==> src/ubf_defines.svh <==
`ifndef UBF_DEFINES_SVH
`define UBF_DEFINES_SVH

// clock
`define UBF_CLK_NS          32'd4

// wishbone register byte offsets
`define UBF_REG_CTRL        8'h00
`define UBF_REG_BOOST_TIME  8'h04
`define UBF_REG_PROG_TIME   8'h08
`define UBF_REG_STATUS      8'h0c

// ctrl field positions
`define UBF_CTRL_BOOST_EN   0
`define UBF_CTRL_PROG_EN    1

// reset values
`define UBF_RST_TIME        8'h01
`define UBF_RST_ADDR        7'h00

// standard request codes
`define UBF_RQ_GET_STATUS   8'h00
`define UBF_RQ_CLR_FEATURE  8'h01
`define UBF_RQ_SET_FEATURE  8'h03
`define UBF_RQ_SET_ADDRESS  8'h05
`define UBF_RQ_GET_DESC     8'h06
`define UBF_RQ_GET_CONFIG   8'h08
`define UBF_RQ_SET_CONFIG   8'h09
`define UBF_RQ_GET_IFACE    8'h0a
`define UBF_RQ_SET_IFACE    8'h0b
`define UBF_DESC_DEVICE     8'h01
`define UBF_DESC_CONFIG     8'h02
`define UBF_FEAT_WAKEUP     16'h0001
`define UBF_ADDR_MAX        16'h001f
`define UBF_ALT_MAX         16'h0003

// vendor command types and commands
`define UBF_VT_CONTROL      8'h00
`define UBF_VT_COMM         8'h01
`define UBF_VT_MODE         8'h02
`define UBF_CC_HALT_DONE    16'h0001
`define UBF_CC_HALT_IDLE    16'h0002
`define UBF_CM_PULSE        16'h0030
`define UBF_CM_PULSE_PROG   16'h0031
`define UBF_MD_EN_PULSE     16'h0000
`define UBF_MD_BOOST_TIME   16'h0003
`define UBF_MD_PROG_TIME    16'h0005

// endpoint facts per alternate setting
`define UBF_EP0_PKT         7'd8
`define UBF_PKT_SMALL       7'd16
`define UBF_PKT_LARGE       7'd64
`define UBF_POLL_LONG_MS    4'd10
`define UBF_POLL_SHORT_MS   4'd1

// timing: pulse duration unit, edge ramp step, resume length
`define UBF_PULSE_UNIT_NS   32'd16000
`define UBF_PULSE_UNIT_CYC  ((`UBF_PULSE_UNIT_NS + `UBF_CLK_NS - 32'd1) / `UBF_CLK_NS)
`define UBF_RAMP_STEP_NS    32'd250
`define UBF_RAMP_STEP_CYC   ((`UBF_RAMP_STEP_NS + `UBF_CLK_NS - 32'd1) / `UBF_CLK_NS)
`define UBF_RESUME_US       32'd2000
`define UBF_RESUME_CYC      ((`UBF_RESUME_US * 32'd1000 + `UBF_CLK_NS - 32'd1) / `UBF_CLK_NS)

`endif

==> src/ubf_pkg.sv <==
package ubf_pkg;
  typedef struct packed {
    logic [7:0]  req_type;
    logic [7:0]  request;
    logic [15:0] value;
    logic [15:0] index;
    logic [15:0] length;
  } ubf_setup_t;

  typedef struct packed {
    logic        stall;
    logic [1:0]  len;
    logic [15:0] data;
  } ubf_resp_t;

  typedef struct packed {
    logic       attach;
    logic       pulse_done;
    logic       refused;
    logic       pulse_busy;
    logic [3:0] alt;
  } ubf_ep1_t;

  typedef enum logic [3:0] {
    PS_IDLE = 4'b0001,
    PS_RISE = 4'b0010,
    PS_HOLD = 4'b0100,
    PS_FALL = 4'b1000
  } ubf_pulse_st_t;
endpackage

==> src/ubf_core.sv <==
// The register addresses and the Wishbone register port were chosen for this implementation.
`include "ubf_defines.svh"

// Operation
// pulse command drives either 5V boost pullup or 12V programming pulse
// boost timed from boost setting, programming pulse from its own setting
// host ends infinite pulses with halt-when-done or halt-when-idle
// both programming pulse edges are ramped in controlled slew steps
// all commands on endpoint 0, data and status on bulk and interrupt
// host toggles remote wake-up, cleared at power-up and device reset
// suspended with wake-up enabled, slave attach triggers resume signaling
// endpoint 1 interrupt IN reports status, completion, errors and attach
// interrupt poll period 10 ms by default, 1 ms for short settings
// endpoint 2 bulk OUT bytes go onto the single-wire bus
// endpoint 3 bulk IN returns bytes read from the single-wire bus
// alt 0..3 give 10/16, 10/64, 1/16, 1/64 poll ms and packet bytes
// only configuration 0 and 1 accepted, 0 means unconfigured
// get-descriptor only for device and configuration types
// interface 0 only, alternate settings 0 to 3
// set/clear feature only for device remote wake-up
// device status: self-powered zero, wake-up bit shows enable
// interface status always all zero
// undefined vendor requests are stalled
// address 1..31 only, endpoint 0 packet 8 bytes in every setting
module ubf_core
  import ubf_pkg::*;
#(
  parameter int unsigned RESUME_CYC = `UBF_RESUME_CYC,
  parameter int unsigned RAMP_STEPS = 8
) (
  input  wire logic        clk_i,
  input  wire logic        rst_i,
  input  wire logic [7:0]  wb_adr_i,
  input  wire logic [31:0] wb_dat_i,
  output logic      [31:0] wb_dat_o,
  input  wire logic        wb_we_i,
  input  wire logic [3:0]  wb_sel_i,
  input  wire logic        wb_cyc_i,
  input  wire logic        wb_stb_i,
  output logic             wb_ack_o,
  input  wire logic        usb_reset_i,
  input  wire logic        suspend_i,
  input  wire logic        setup_valid_i,
  input  wire ubf_setup_t  setup_i,
  output logic             resp_valid_o,
  output ubf_resp_t        resp_o,
  output logic [6:0]       dev_addr_o,
  output logic [6:0]       ep0_pkt_o,
  output logic [6:0]       bulk_pkt_o,
  output logic [3:0]       ep1_poll_ms_o,
  output logic             ep1_valid_o,
  output ubf_ep1_t         ep1_o,
  input  wire logic        ep1_ready_i,
  input  wire logic        ep2_valid_i,
  input  wire logic [7:0]  ep2_data_i,
  output logic             ep2_ready_o,
  output logic             wire_tx_valid_o,
  output logic [7:0]       wire_tx_data_o,
  input  wire logic        wire_tx_ready_i,
  input  wire logic        wire_rx_valid_i,
  input  wire logic [7:0]  wire_rx_data_i,
  output logic             wire_rx_ready_o,
  output logic             ep3_valid_o,
  output logic [7:0]       ep3_data_o,
  input  wire logic        ep3_ready_i,
  input  wire logic        attach_i,
  output logic             resume_o,
  output logic             boost_en_o,
  output logic             prog_en_o,
  output logic [3:0]       prog_level_o
);

  localparam logic [31:0] UNIT_CYC = `UBF_PULSE_UNIT_CYC;
  localparam logic [31:0] STEP_CYC = `UBF_RAMP_STEP_CYC;

  function automatic logic is_std(input ubf_setup_t s);
    return s.req_type[6:5] == 2'b00;
  endfunction

  function automatic logic is_vnd(input ubf_setup_t s);
    return s.req_type[6:5] == 2'b10;
  endfunction

  // state
  logic [7:0]    boost_time_r, prog_time_r;
  logic          boost_ok_r, prog_ok_r;
  logic          wake_en_r, configured_r;
  logic [1:0]    alt_r;
  logic [6:0]    addr_r;
  ubf_pulse_st_t ps_r, ps_nxt;
  logic          ps_prog_r;
  logic [7:0]    units_r;
  logic [31:0]   cyc_r;
  logic [3:0]    level_r;
  logic          halt_r;
  logic [2:0]    att_sync_r;
  logic          att_lvl_r;
  logic [31:0]   res_cnt_r;
  logic          ev_att_r, ev_done_r, ev_ref_r;

  // wishbone decode
  wire wb_hit    = wb_cyc_i & wb_stb_i & ~wb_ack_o;
  wire wb_wr     = wb_hit & wb_we_i & wb_sel_i[0];
  wire wr_ctrl   = wb_wr & (wb_adr_i == `UBF_REG_CTRL);
  wire wr_boost  = wb_wr & (wb_adr_i == `UBF_REG_BOOST_TIME);
  wire wr_prog   = wb_wr & (wb_adr_i == `UBF_REG_PROG_TIME);
  wire [31:0] rd_mux =
    (wb_adr_i == `UBF_REG_CTRL)       ? {30'h0, prog_ok_r, boost_ok_r} :
    (wb_adr_i == `UBF_REG_BOOST_TIME) ? {24'h0, boost_time_r} :
    (wb_adr_i == `UBF_REG_PROG_TIME)  ? {24'h0, prog_time_r} :
    (wb_adr_i == `UBF_REG_STATUS)     ? {16'h0, 1'b0, addr_r, ps_prog_r,
                                         ps_r != PS_IDLE, att_lvl_r,
                                         wake_en_r, configured_r, 1'b0, alt_r}
                                      : 32'h0;

  // setup request decode, endpoint 0 only carries these
  wire sv        = setup_valid_i;
  wire rcp_dev   = setup_i.req_type[4:0] == 5'h00;
  wire rcp_if    = setup_i.req_type[4:0] == 5'h01;
  wire if0       = setup_i.index == 16'h0000;
  wire std_req   = sv & is_std(setup_i);
  wire vnd_req   = sv & is_vnd(setup_i);
  wire rq_gsts   = std_req & setup_i.request == `UBF_RQ_GET_STATUS;
  wire rq_feat   = std_req & rcp_dev & setup_i.value == `UBF_FEAT_WAKEUP &
                   (setup_i.request == `UBF_RQ_SET_FEATURE |
                    setup_i.request == `UBF_RQ_CLR_FEATURE);
  wire rq_addr   = std_req & setup_i.request == `UBF_RQ_SET_ADDRESS &
                   setup_i.value != 16'h0 & setup_i.value <= `UBF_ADDR_MAX;
  wire rq_desc   = std_req & setup_i.request == `UBF_RQ_GET_DESC &
                   (setup_i.value[15:8] == `UBF_DESC_DEVICE |
                    setup_i.value[15:8] == `UBF_DESC_CONFIG);
  wire rq_gcfg   = std_req & setup_i.request == `UBF_RQ_GET_CONFIG;
  wire rq_scfg   = std_req & setup_i.request == `UBF_RQ_SET_CONFIG &
                   setup_i.value <= 16'h0001;
  wire rq_gif    = std_req & rcp_if & if0 & setup_i.request == `UBF_RQ_GET_IFACE;
  wire rq_sif    = std_req & rcp_if & if0 & setup_i.request == `UBF_RQ_SET_IFACE &
                   setup_i.value <= `UBF_ALT_MAX;
  wire vc_halt   = vnd_req & setup_i.request == `UBF_VT_CONTROL &
                   (setup_i.value == `UBF_CC_HALT_DONE |
                    setup_i.value == `UBF_CC_HALT_IDLE);
  wire vc_pulse  = vnd_req & setup_i.request == `UBF_VT_COMM &
                   (setup_i.value == `UBF_CM_PULSE |
                    setup_i.value == `UBF_CM_PULSE_PROG);
  wire pulse_sel = setup_i.value == `UBF_CM_PULSE_PROG;
  wire pulse_ok  = vc_pulse & ps_r == PS_IDLE &
                   (pulse_sel ? prog_ok_r : boost_ok_r);
  wire vm_en     = vnd_req & setup_i.request == `UBF_VT_MODE &
                   setup_i.value == `UBF_MD_EN_PULSE;
  wire vm_bt     = vnd_req & setup_i.request == `UBF_VT_MODE &
                   setup_i.value == `UBF_MD_BOOST_TIME;
  wire vm_pt     = vnd_req & setup_i.request == `UBF_VT_MODE &
                   setup_i.value == `UBF_MD_PROG_TIME;
  wire rq_ok     = rq_gsts | rq_feat | rq_addr | rq_desc | rq_gcfg | rq_scfg |
                   rq_gif | rq_sif | vc_halt | pulse_ok | vm_en | vm_bt | vm_pt;
  wire [15:0] sts_data = rcp_dev ? {14'h0, wake_en_r, 1'b0} : 16'h0000;
  wire [15:0] rsp_data =
    rq_gsts ? sts_data :
    rq_gcfg ? {15'h0, configured_r} :
    rq_gif  ? {14'h0, alt_r} :
    rq_desc ? {8'h0, setup_i.value[15:8]} : 16'h0000;
  wire [1:0] rsp_len = rq_gsts ? 2'd2 : (rq_gcfg | rq_gif | rq_desc) ? 2'd1 : 2'd0;

  // wishbone slave, one wait-free ack cycle, unmapped reads zero
  always_ff @(posedge clk_i) begin
    if (rst_i) begin
      wb_ack_o <= 1'b0;
      wb_dat_o <= 32'h0;
    end else begin
      wb_ack_o <= wb_hit;
      wb_dat_o <= wb_hit ? rd_mux : 32'h0;
    end
  end

  // pulse settings, from software or mode commands
  always_ff @(posedge clk_i) begin
    if (rst_i) begin
      boost_ok_r   <= 1'b0;
      prog_ok_r    <= 1'b0;
      boost_time_r <= `UBF_RST_TIME;
      prog_time_r  <= `UBF_RST_TIME;
    end else begin
      if (vm_en) begin
        boost_ok_r <= setup_i.index[`UBF_CTRL_BOOST_EN];
        prog_ok_r  <= setup_i.index[`UBF_CTRL_PROG_EN];
      end else if (wr_ctrl) begin
        boost_ok_r <= wb_dat_i[`UBF_CTRL_BOOST_EN];
        prog_ok_r  <= wb_dat_i[`UBF_CTRL_PROG_EN];
      end
      if (vm_bt) boost_time_r <= setup_i.index[7:0];
      else if (wr_boost) boost_time_r <= wb_dat_i[7:0];
      if (vm_pt) prog_time_r <= setup_i.index[7:0];
      else if (wr_prog) prog_time_r <= wb_dat_i[7:0];
    end
  end

  // usb device state and request answers
  always_ff @(posedge clk_i) begin
    if (rst_i || usb_reset_i) begin
      wake_en_r    <= 1'b0;
      configured_r <= 1'b0;
      alt_r        <= 2'd0;
      addr_r       <= `UBF_RST_ADDR;
      resp_valid_o <= 1'b0;
      resp_o       <= '0;
    end else begin
      resp_valid_o <= sv;
      resp_o       <= '{stall: ~rq_ok, len: rsp_len, data: rsp_data};
      if (rq_feat) wake_en_r <= setup_i.request == `UBF_RQ_SET_FEATURE;
      if (rq_addr) addr_r <= setup_i.value[6:0];
      if (rq_scfg) configured_r <= setup_i.value[0];
      if (rq_sif) alt_r <= setup_i.value[1:0];
    end
  end

  // endpoint geometry per alternate setting
  always_ff @(posedge clk_i) begin
    if (rst_i) begin
      ep0_pkt_o     <= `UBF_EP0_PKT;
      bulk_pkt_o    <= `UBF_PKT_SMALL;
      ep1_poll_ms_o <= `UBF_POLL_LONG_MS;
      dev_addr_o    <= `UBF_RST_ADDR;
    end else begin
      ep0_pkt_o     <= `UBF_EP0_PKT;
      bulk_pkt_o    <= alt_r[0] ? `UBF_PKT_LARGE : `UBF_PKT_SMALL;
      ep1_poll_ms_o <= alt_r[1] ? `UBF_POLL_SHORT_MS : `UBF_POLL_LONG_MS;
      dev_addr_o    <= addr_r;
    end
  end

  // pulse engine; a zero duration setting means infinite
  wire [7:0] dur      = ps_prog_r ? prog_time_r : boost_time_r;
  wire       unit_end = cyc_r == UNIT_CYC - 32'd1;
  wire       step_end = cyc_r == STEP_CYC - 32'd1;
  wire       hold_end = (dur != 8'h0 & unit_end & units_r == dur - 8'd1) | halt_r;
  wire       top      = level_r == 4'(RAMP_STEPS - 1);

  always_comb begin
    ps_nxt = ps_r;
    unique case (ps_r)
      PS_IDLE: if (pulse_ok) ps_nxt = pulse_sel ? PS_RISE : PS_HOLD;
      PS_RISE: if (step_end & top) ps_nxt = PS_HOLD;
      PS_HOLD: if (hold_end) ps_nxt = ps_prog_r ? PS_FALL : PS_IDLE;
      PS_FALL: if (step_end & level_r == 4'd0) ps_nxt = PS_IDLE;
    endcase
  end

  always_ff @(posedge clk_i) begin
    if (rst_i) begin
      ps_r      <= PS_IDLE;
      ps_prog_r <= 1'b0;
      cyc_r     <= 32'h0;
      units_r   <= 8'h0;
      level_r   <= 4'h0;
      halt_r    <= 1'b0;
    end else begin
      ps_r   <= ps_nxt;
      halt_r <= vc_halt & ps_r == PS_HOLD;
      if (ps_r == PS_IDLE) ps_prog_r <= pulse_sel;
      cyc_r  <= (ps_nxt != ps_r | unit_end | step_end & ps_r != PS_HOLD) ? 32'h0
                : cyc_r + 32'd1;
      if (ps_r != PS_HOLD) units_r <= 8'h0;
      else if (unit_end) units_r <= units_r + 8'd1;
      if (ps_r == PS_RISE & step_end & ~top) level_r <= level_r + 4'd1;
      else if (ps_r == PS_FALL & step_end & level_r != 4'd0) level_r <= level_r - 4'd1;
    end
  end

  // pin drives
  always_ff @(posedge clk_i) begin
    if (rst_i) begin
      boost_en_o   <= 1'b0;
      prog_en_o    <= 1'b0;
      prog_level_o <= 4'h0;
    end else begin
      boost_en_o   <= ps_nxt == PS_HOLD & ~(ps_r == PS_IDLE ? pulse_sel : ps_prog_r);
      prog_en_o    <= ps_nxt != PS_IDLE & (ps_r == PS_IDLE ? pulse_sel : ps_prog_r);
      prog_level_o <= level_r;
    end
  end

  // attach pin sync, change taken when stages two and three agree
  wire att_rise = ~att_lvl_r & att_sync_r[1] & att_sync_r[2];
  always_ff @(posedge clk_i) begin
    if (rst_i) begin
      att_sync_r <= 3'b000;
      att_lvl_r  <= 1'b0;
      res_cnt_r  <= 32'h0;
      resume_o   <= 1'b0;
    end else begin
      att_sync_r <= {att_sync_r[1:0], attach_i};
      if (att_sync_r[1] == att_sync_r[2]) att_lvl_r <= att_sync_r[2];
      if (att_rise & wake_en_r & suspend_i & res_cnt_r == 32'h0)
        res_cnt_r <= RESUME_CYC;
      else if (res_cnt_r != 32'h0)
        res_cnt_r <= res_cnt_r - 32'd1;
      resume_o <= res_cnt_r != 32'h0;
    end
  end

  // interrupt endpoint report; a new event beats the clear on hand-off
  wire ep1_take = ep1_valid_o & ep1_ready_i;
  wire done_ev  = ps_r != PS_IDLE & ps_nxt == PS_IDLE;
  always_ff @(posedge clk_i) begin
    if (rst_i) begin
      ev_att_r    <= 1'b0;
      ev_done_r   <= 1'b0;
      ev_ref_r    <= 1'b0;
      ep1_valid_o <= 1'b0;
      ep1_o       <= '0;
    end else begin
      ev_att_r  <= att_rise | (ev_att_r & ~(ep1_take & ep1_o.attach));
      ev_done_r <= done_ev | (ev_done_r & ~(ep1_take & ep1_o.pulse_done));
      ev_ref_r  <= (sv & ~rq_ok) | (ev_ref_r & ~(ep1_take & ep1_o.refused));
      ep1_valid_o <= configured_r & ~ep1_take &
                     (ev_att_r | ev_done_r | ev_ref_r | ep1_valid_o);
      if (~ep1_valid_o | ep1_take)
        ep1_o <= '{attach: ev_att_r, pulse_done: ev_done_r, refused: ev_ref_r,
                   pulse_busy: ps_r != PS_IDLE, alt: {2'b00, alt_r}};
    end
  end

  // bulk out to wire, one byte held in flight
  always_ff @(posedge clk_i) begin
    if (rst_i) begin
      wire_tx_valid_o <= 1'b0;
      wire_tx_data_o  <= 8'h0;
      ep2_ready_o     <= 1'b0;
    end else begin
      if (ep2_valid_i & ep2_ready_o) begin
        wire_tx_valid_o <= 1'b1;
        wire_tx_data_o  <= ep2_data_i;
      end else if (wire_tx_ready_i) begin
        wire_tx_valid_o <= 1'b0;
      end
      ep2_ready_o <= configured_r & ~(ep2_valid_i & ep2_ready_o) &
                     (~wire_tx_valid_o | wire_tx_ready_i);
    end
  end

  // wire to bulk in, one byte held in flight
  always_ff @(posedge clk_i) begin
    if (rst_i) begin
      ep3_valid_o     <= 1'b0;
      ep3_data_o      <= 8'h0;
      wire_rx_ready_o <= 1'b0;
    end else begin
      if (wire_rx_valid_i & wire_rx_ready_o) begin
        ep3_valid_o <= 1'b1;
        ep3_data_o  <= wire_rx_data_i;
      end else if (ep3_ready_i) begin
        ep3_valid_o <= 1'b0;
      end
      wire_rx_ready_o <= configured_r & ~(wire_rx_valid_i & wire_rx_ready_o) &
                         (~ep3_valid_o | ep3_ready_i);
    end
  end

endmodule

==> config.mk <==
export PLATFORM = sky130hd
export DESIGN_NAME = ubf_core
export DESIGN_NICKNAME = d
export VERILOG_FILES = /design/src/ubf_pkg.sv /design/src/ubf_core.sv
export VERILOG_INCLUDE_DIRS = /design/src
export SDC_FILE = /design/constraint.sdc
export NUM_CORES = 1
export LEC_CHECK = 0
export ABC_CLOCK_PERIOD_IN_PS = 3700
export BUFFER_PORTS_ARGS = -buffer_cell sky130_fd_sc_hd__buf_2
export CAP_MARGIN = 40
export CORE_UTILIZATION = 45
export DETAILED_ROUTE_END_ITERATION = 12
export GPL_ROUTABILITY_DRIVEN = 0
export PLACE_DENSITY = 0.8
export SLEW_MARGIN = 10
export SYNTH_ARGS = -nofsm -noshare
export SYNTH_HDL_FRONTEND = slang
export SYNTH_SLANG_ARGS = --single-unit
==> constraint.sdc <==
create_clock -name clk_i -period 3.7 [get_ports clk_i]
set_input_delay 0.185 -clock clk_i [delete_from_list [all_inputs] [get_ports clk_i]]
set_output_delay 0.185 -clock clk_i [all_outputs]
set_load 0.01 [all_outputs]
==> out/results.txt <==
outcome - finished, final reports clean
Mapped Area - 8840 um^2
clk_skew - 0.0209 ns
top cell type's share of synthesized area - 43.3%
Total Power - 5.42 mW
CTS Buffer Depth - 2
Wirelength per Cell - 14.9 um
Arr. time, crit path - 3.87 ns
PD cells - 512 nW/um^2
# rows - 50
Final setup violation count - 0
Die ar. - 20200 um^2
fill count - 1696
number of global-route vias before repair - 7216
Core ar. - 19000 um^2
Top FF cell, synth - dfxtp_1
post-synthesis sequential area ratio - 43.3%
area of the multi-input gates - 4670 um^2
Critical Path Most Common Cell - a41oi_1
largest cells by area after synthesis - dfxtp_1 43%, nor2_1 6.5%, xnor2_1 4.8%
fin util - 55.8%
ANT nets after route - 0
worst vdd ir - 0.351 mV
worst path cell trace - mux2i_2 > ha_1 > or4b_2 > nor3_1 > a41oi_1 > xnor2_1 > a41oi_1 > a211oi_2 > xnor2_2 > buf_12 > nor3b_1
Synth Register Bits - 191
Remaining Overflow, GRT - 0
Max stage delay cell, worst path - or4b_2
unrepaired setup endpoints after global routing - false
Avg Inst Size Synth - 8.60 um^2
HP Class - input port to register
CTS buffer count - 17
met2 Track Usage GR - 36.1%
CP bufs+invs - 1
Unique masters post-synth - 63
DR DRC count - 0
Placed Instance Area - 9820 um^2
CTS clock-pin slew for the worst setup and hold paths - 0.07 ns
Syn-to-layout area delta - 19.7%
worst-path fanout max - 32
Final Non-Filler Cells - 1477
TritonCTS clock tree - yes
routed via count - 7883
Post-Synthesis Cells - 1028
nets - 1351
Synth area leader - dfxtp_1
drt initial violations - 637
Required @ worst endpoint - 4.05 ns
Tmin final - 3.52 ns
period utilisation layout - 95.1%
Die Wd - 142 um
io pins - 252
Port-buffer cells - 167
first-pass GRT wire length - 34900 um
vias per std cell - 5.34
CP Class - register to register
Clk Latency, worst-skew pair - 0.44 ns
yosys warns - 0
GRT Max-Usage Layer - met2
number of enable flip-flop cells after synthesis - 0
M3 GR Usage - 4.74%
endpoints failing hold - 0
initial antenna violation count - 0
slowest stage delay, CP - 0.62 ns
Max Cap Violations - 0
leakage - 4.45 nW
measured slew at the worst slew-check pin - 0.820 ns
Worst Setup End Kind - register
Die Ht - 142 um
root buf cell - clkbuf_16
total track usage - 21.8%
CP top delay family - simple AND/OR/NAND/NOR gates
Reg area - 3820 um^2
largest net degree at the start of global routing - 78
design area - 10600 um^2
placed insts - 1431
slew margin rel. - 45.3%
Startpoint Class - register
share of flip-flops with an asynchronous set or reset - 0%
FMAX - 284 MHz
Initial Util - 46.6%
H-tree levels - 4
met1 Usage GRT - 27.1%
antenna cell count - 0
count of pins over their slew limit - 0
total negative slack - 0 ns
layout cell share with drive strength beyond 1 - 19.5%
HPWL Detailed - 16000 um
post-CTS setup buffers - 0
Pre-antenna DRT Iters - 5
CTS sink cnt - 191
final WL - 22000 um
[Yosys cell counts (all sizes together) (5+ instances only)]
master and count:
xor2 30, nand4b 6, a22oi 8, xnor2 48, clkbuf 31, nand4 16
and4 5, buf 51, a21oi 47, a211oi 26, nor2 153, nand2 101
inv 14, nand3 47, nor2b 31, or3 6, and3 7, nor3 32
mux2i 30, dfxtp 191, mux2 7, nor4 29, and2 11, nand2b 15
ha 8, or4 16, nor4b 5
[tightest hold or removal path, stage by stage]
cell and delay, ns:
buf_2 0.09, nand3_1 0.06, a21oi_1 0.06
[cell type report]
type / count / area share (%)
inverters: 14 / 0.497
clock buffers: 18 / 4.15
well taps: 260 / 3.08
clock inverters: 14 / 1.63
flip-flops and latches: 191 / 36.2
repair buffers: 195 / 10.3
multi-input cells: 785 / 44.2
[stage by stage]
step / hold WS, ns / setup WS, ns
after floorplan: 0.269 / 0.187
after global routing: 0.00521 / 0.0216
after detailed placement: 0.421 / 0.283
after CTS: 0.00185 / 0.109
after global placement: 0.414 / 0.447
final: 0.0187 / 0.180
[cells by family after synthesis]
kind of cell	Yosys count	synth area share, %
other	2	0.0850
DFF	191	43.3
xor gates and xnor gates	78	7.73
adders and majority gates	9	1.36
buffers and inverters	96	5.92
and+or+nand+nor	503	28.6
muxes	39	4.80
AOI/OAI and AO/OA	110	8.23
[cells in the final DEF (no fill, tap or decap), types with 4 or more instances in the layout]
cell type	netlist	routed
a211oi_1	25	25
a21oi_1	47	47
a22oi_1	8	8
and2_1	11	11
and3_1	7	7
and4_1	5	5
buf_2	7	167
buf_4	41	13
clkbuf_16	0	17
conb_1	2	46
dfxtp_1	191	191
dlygate4sd3_1	0	13
ha_1	8	8
inv_1	14	14
inv_6	0	4
mux2_2	7	7
mux2i_1	30	29
nand2_1	101	101
nand2b_1	15	15
nand3_1	47	47
nand4_1	16	16
nand4b_1	6	6
nor2_1	153	153
nor2b_1	31	31
nor3_1	32	32
nor4_1	29	28
nor4b_1	5	5
o21ai_0	4	4
or2_2	4	4
or3_1	6	6
or4_1	16	16
xnor2_1	48	47
xor2_1	30	30
[power by group]
group	internal [mW]	switching, mW	total [mW]	leakage [nW]
registers	2.21	0.136	2.35	1.55
clock network	1.04	0.857	1.90	0.292
logic	0.522	0.645	1.17	2.61
[flip-flops by register name, indices dropped and copies added (netlist names), 2 cells and up]
register,cells
bulk_pkt_o,2
dev_addr_o,7
resp_o,11
boost_time_r,8
level_r,4
ps_r,4
ep1_poll_ms_o,2
ep1_o,6
cyc_r,32
units_r,8
prog_level_o,4
wb_dat_o,15
prog_time_r,8
addr_r,7
ep3_data_o,8
att_sync_r,3
res_cnt_r,32
alt_r,2
wire_tx_data_o,8
[layer usage]
layer	share of wire [%]	vias to the layer above	wire (um)
met3	6.4	50	1410
met5	0	-	0
met1	43	3668	9370
li1	-	3862	-
met4	3.3	0	724
met2	48	303	10500
[timing repair]
action / 4_1_cts / 5_1_grt
hold buffers: 13 / 0
endpoints found under the hold margin: 13 / 0
resized for setup: 0 / 1
endpoints found under the setup margin: 0 / 30
[path summary, 6_finish.rpt]
path / startpoint / end / slack, ns / depth (start not counted)
setup reg to reg: ps_prog_r / cyc_r[11] / 0.18 / 11
hold reg to reg: att_sync_r[0] / att_sync_r[1] / 0.45 / 1
hold / removal: ep2_data_i[4] / wire_tx_data_o[4] / 0.02 / 3
setup / recovery: ps_prog_r / cyc_r[11] / 0.18 / 11
Power figures use the tool's default switching activity.
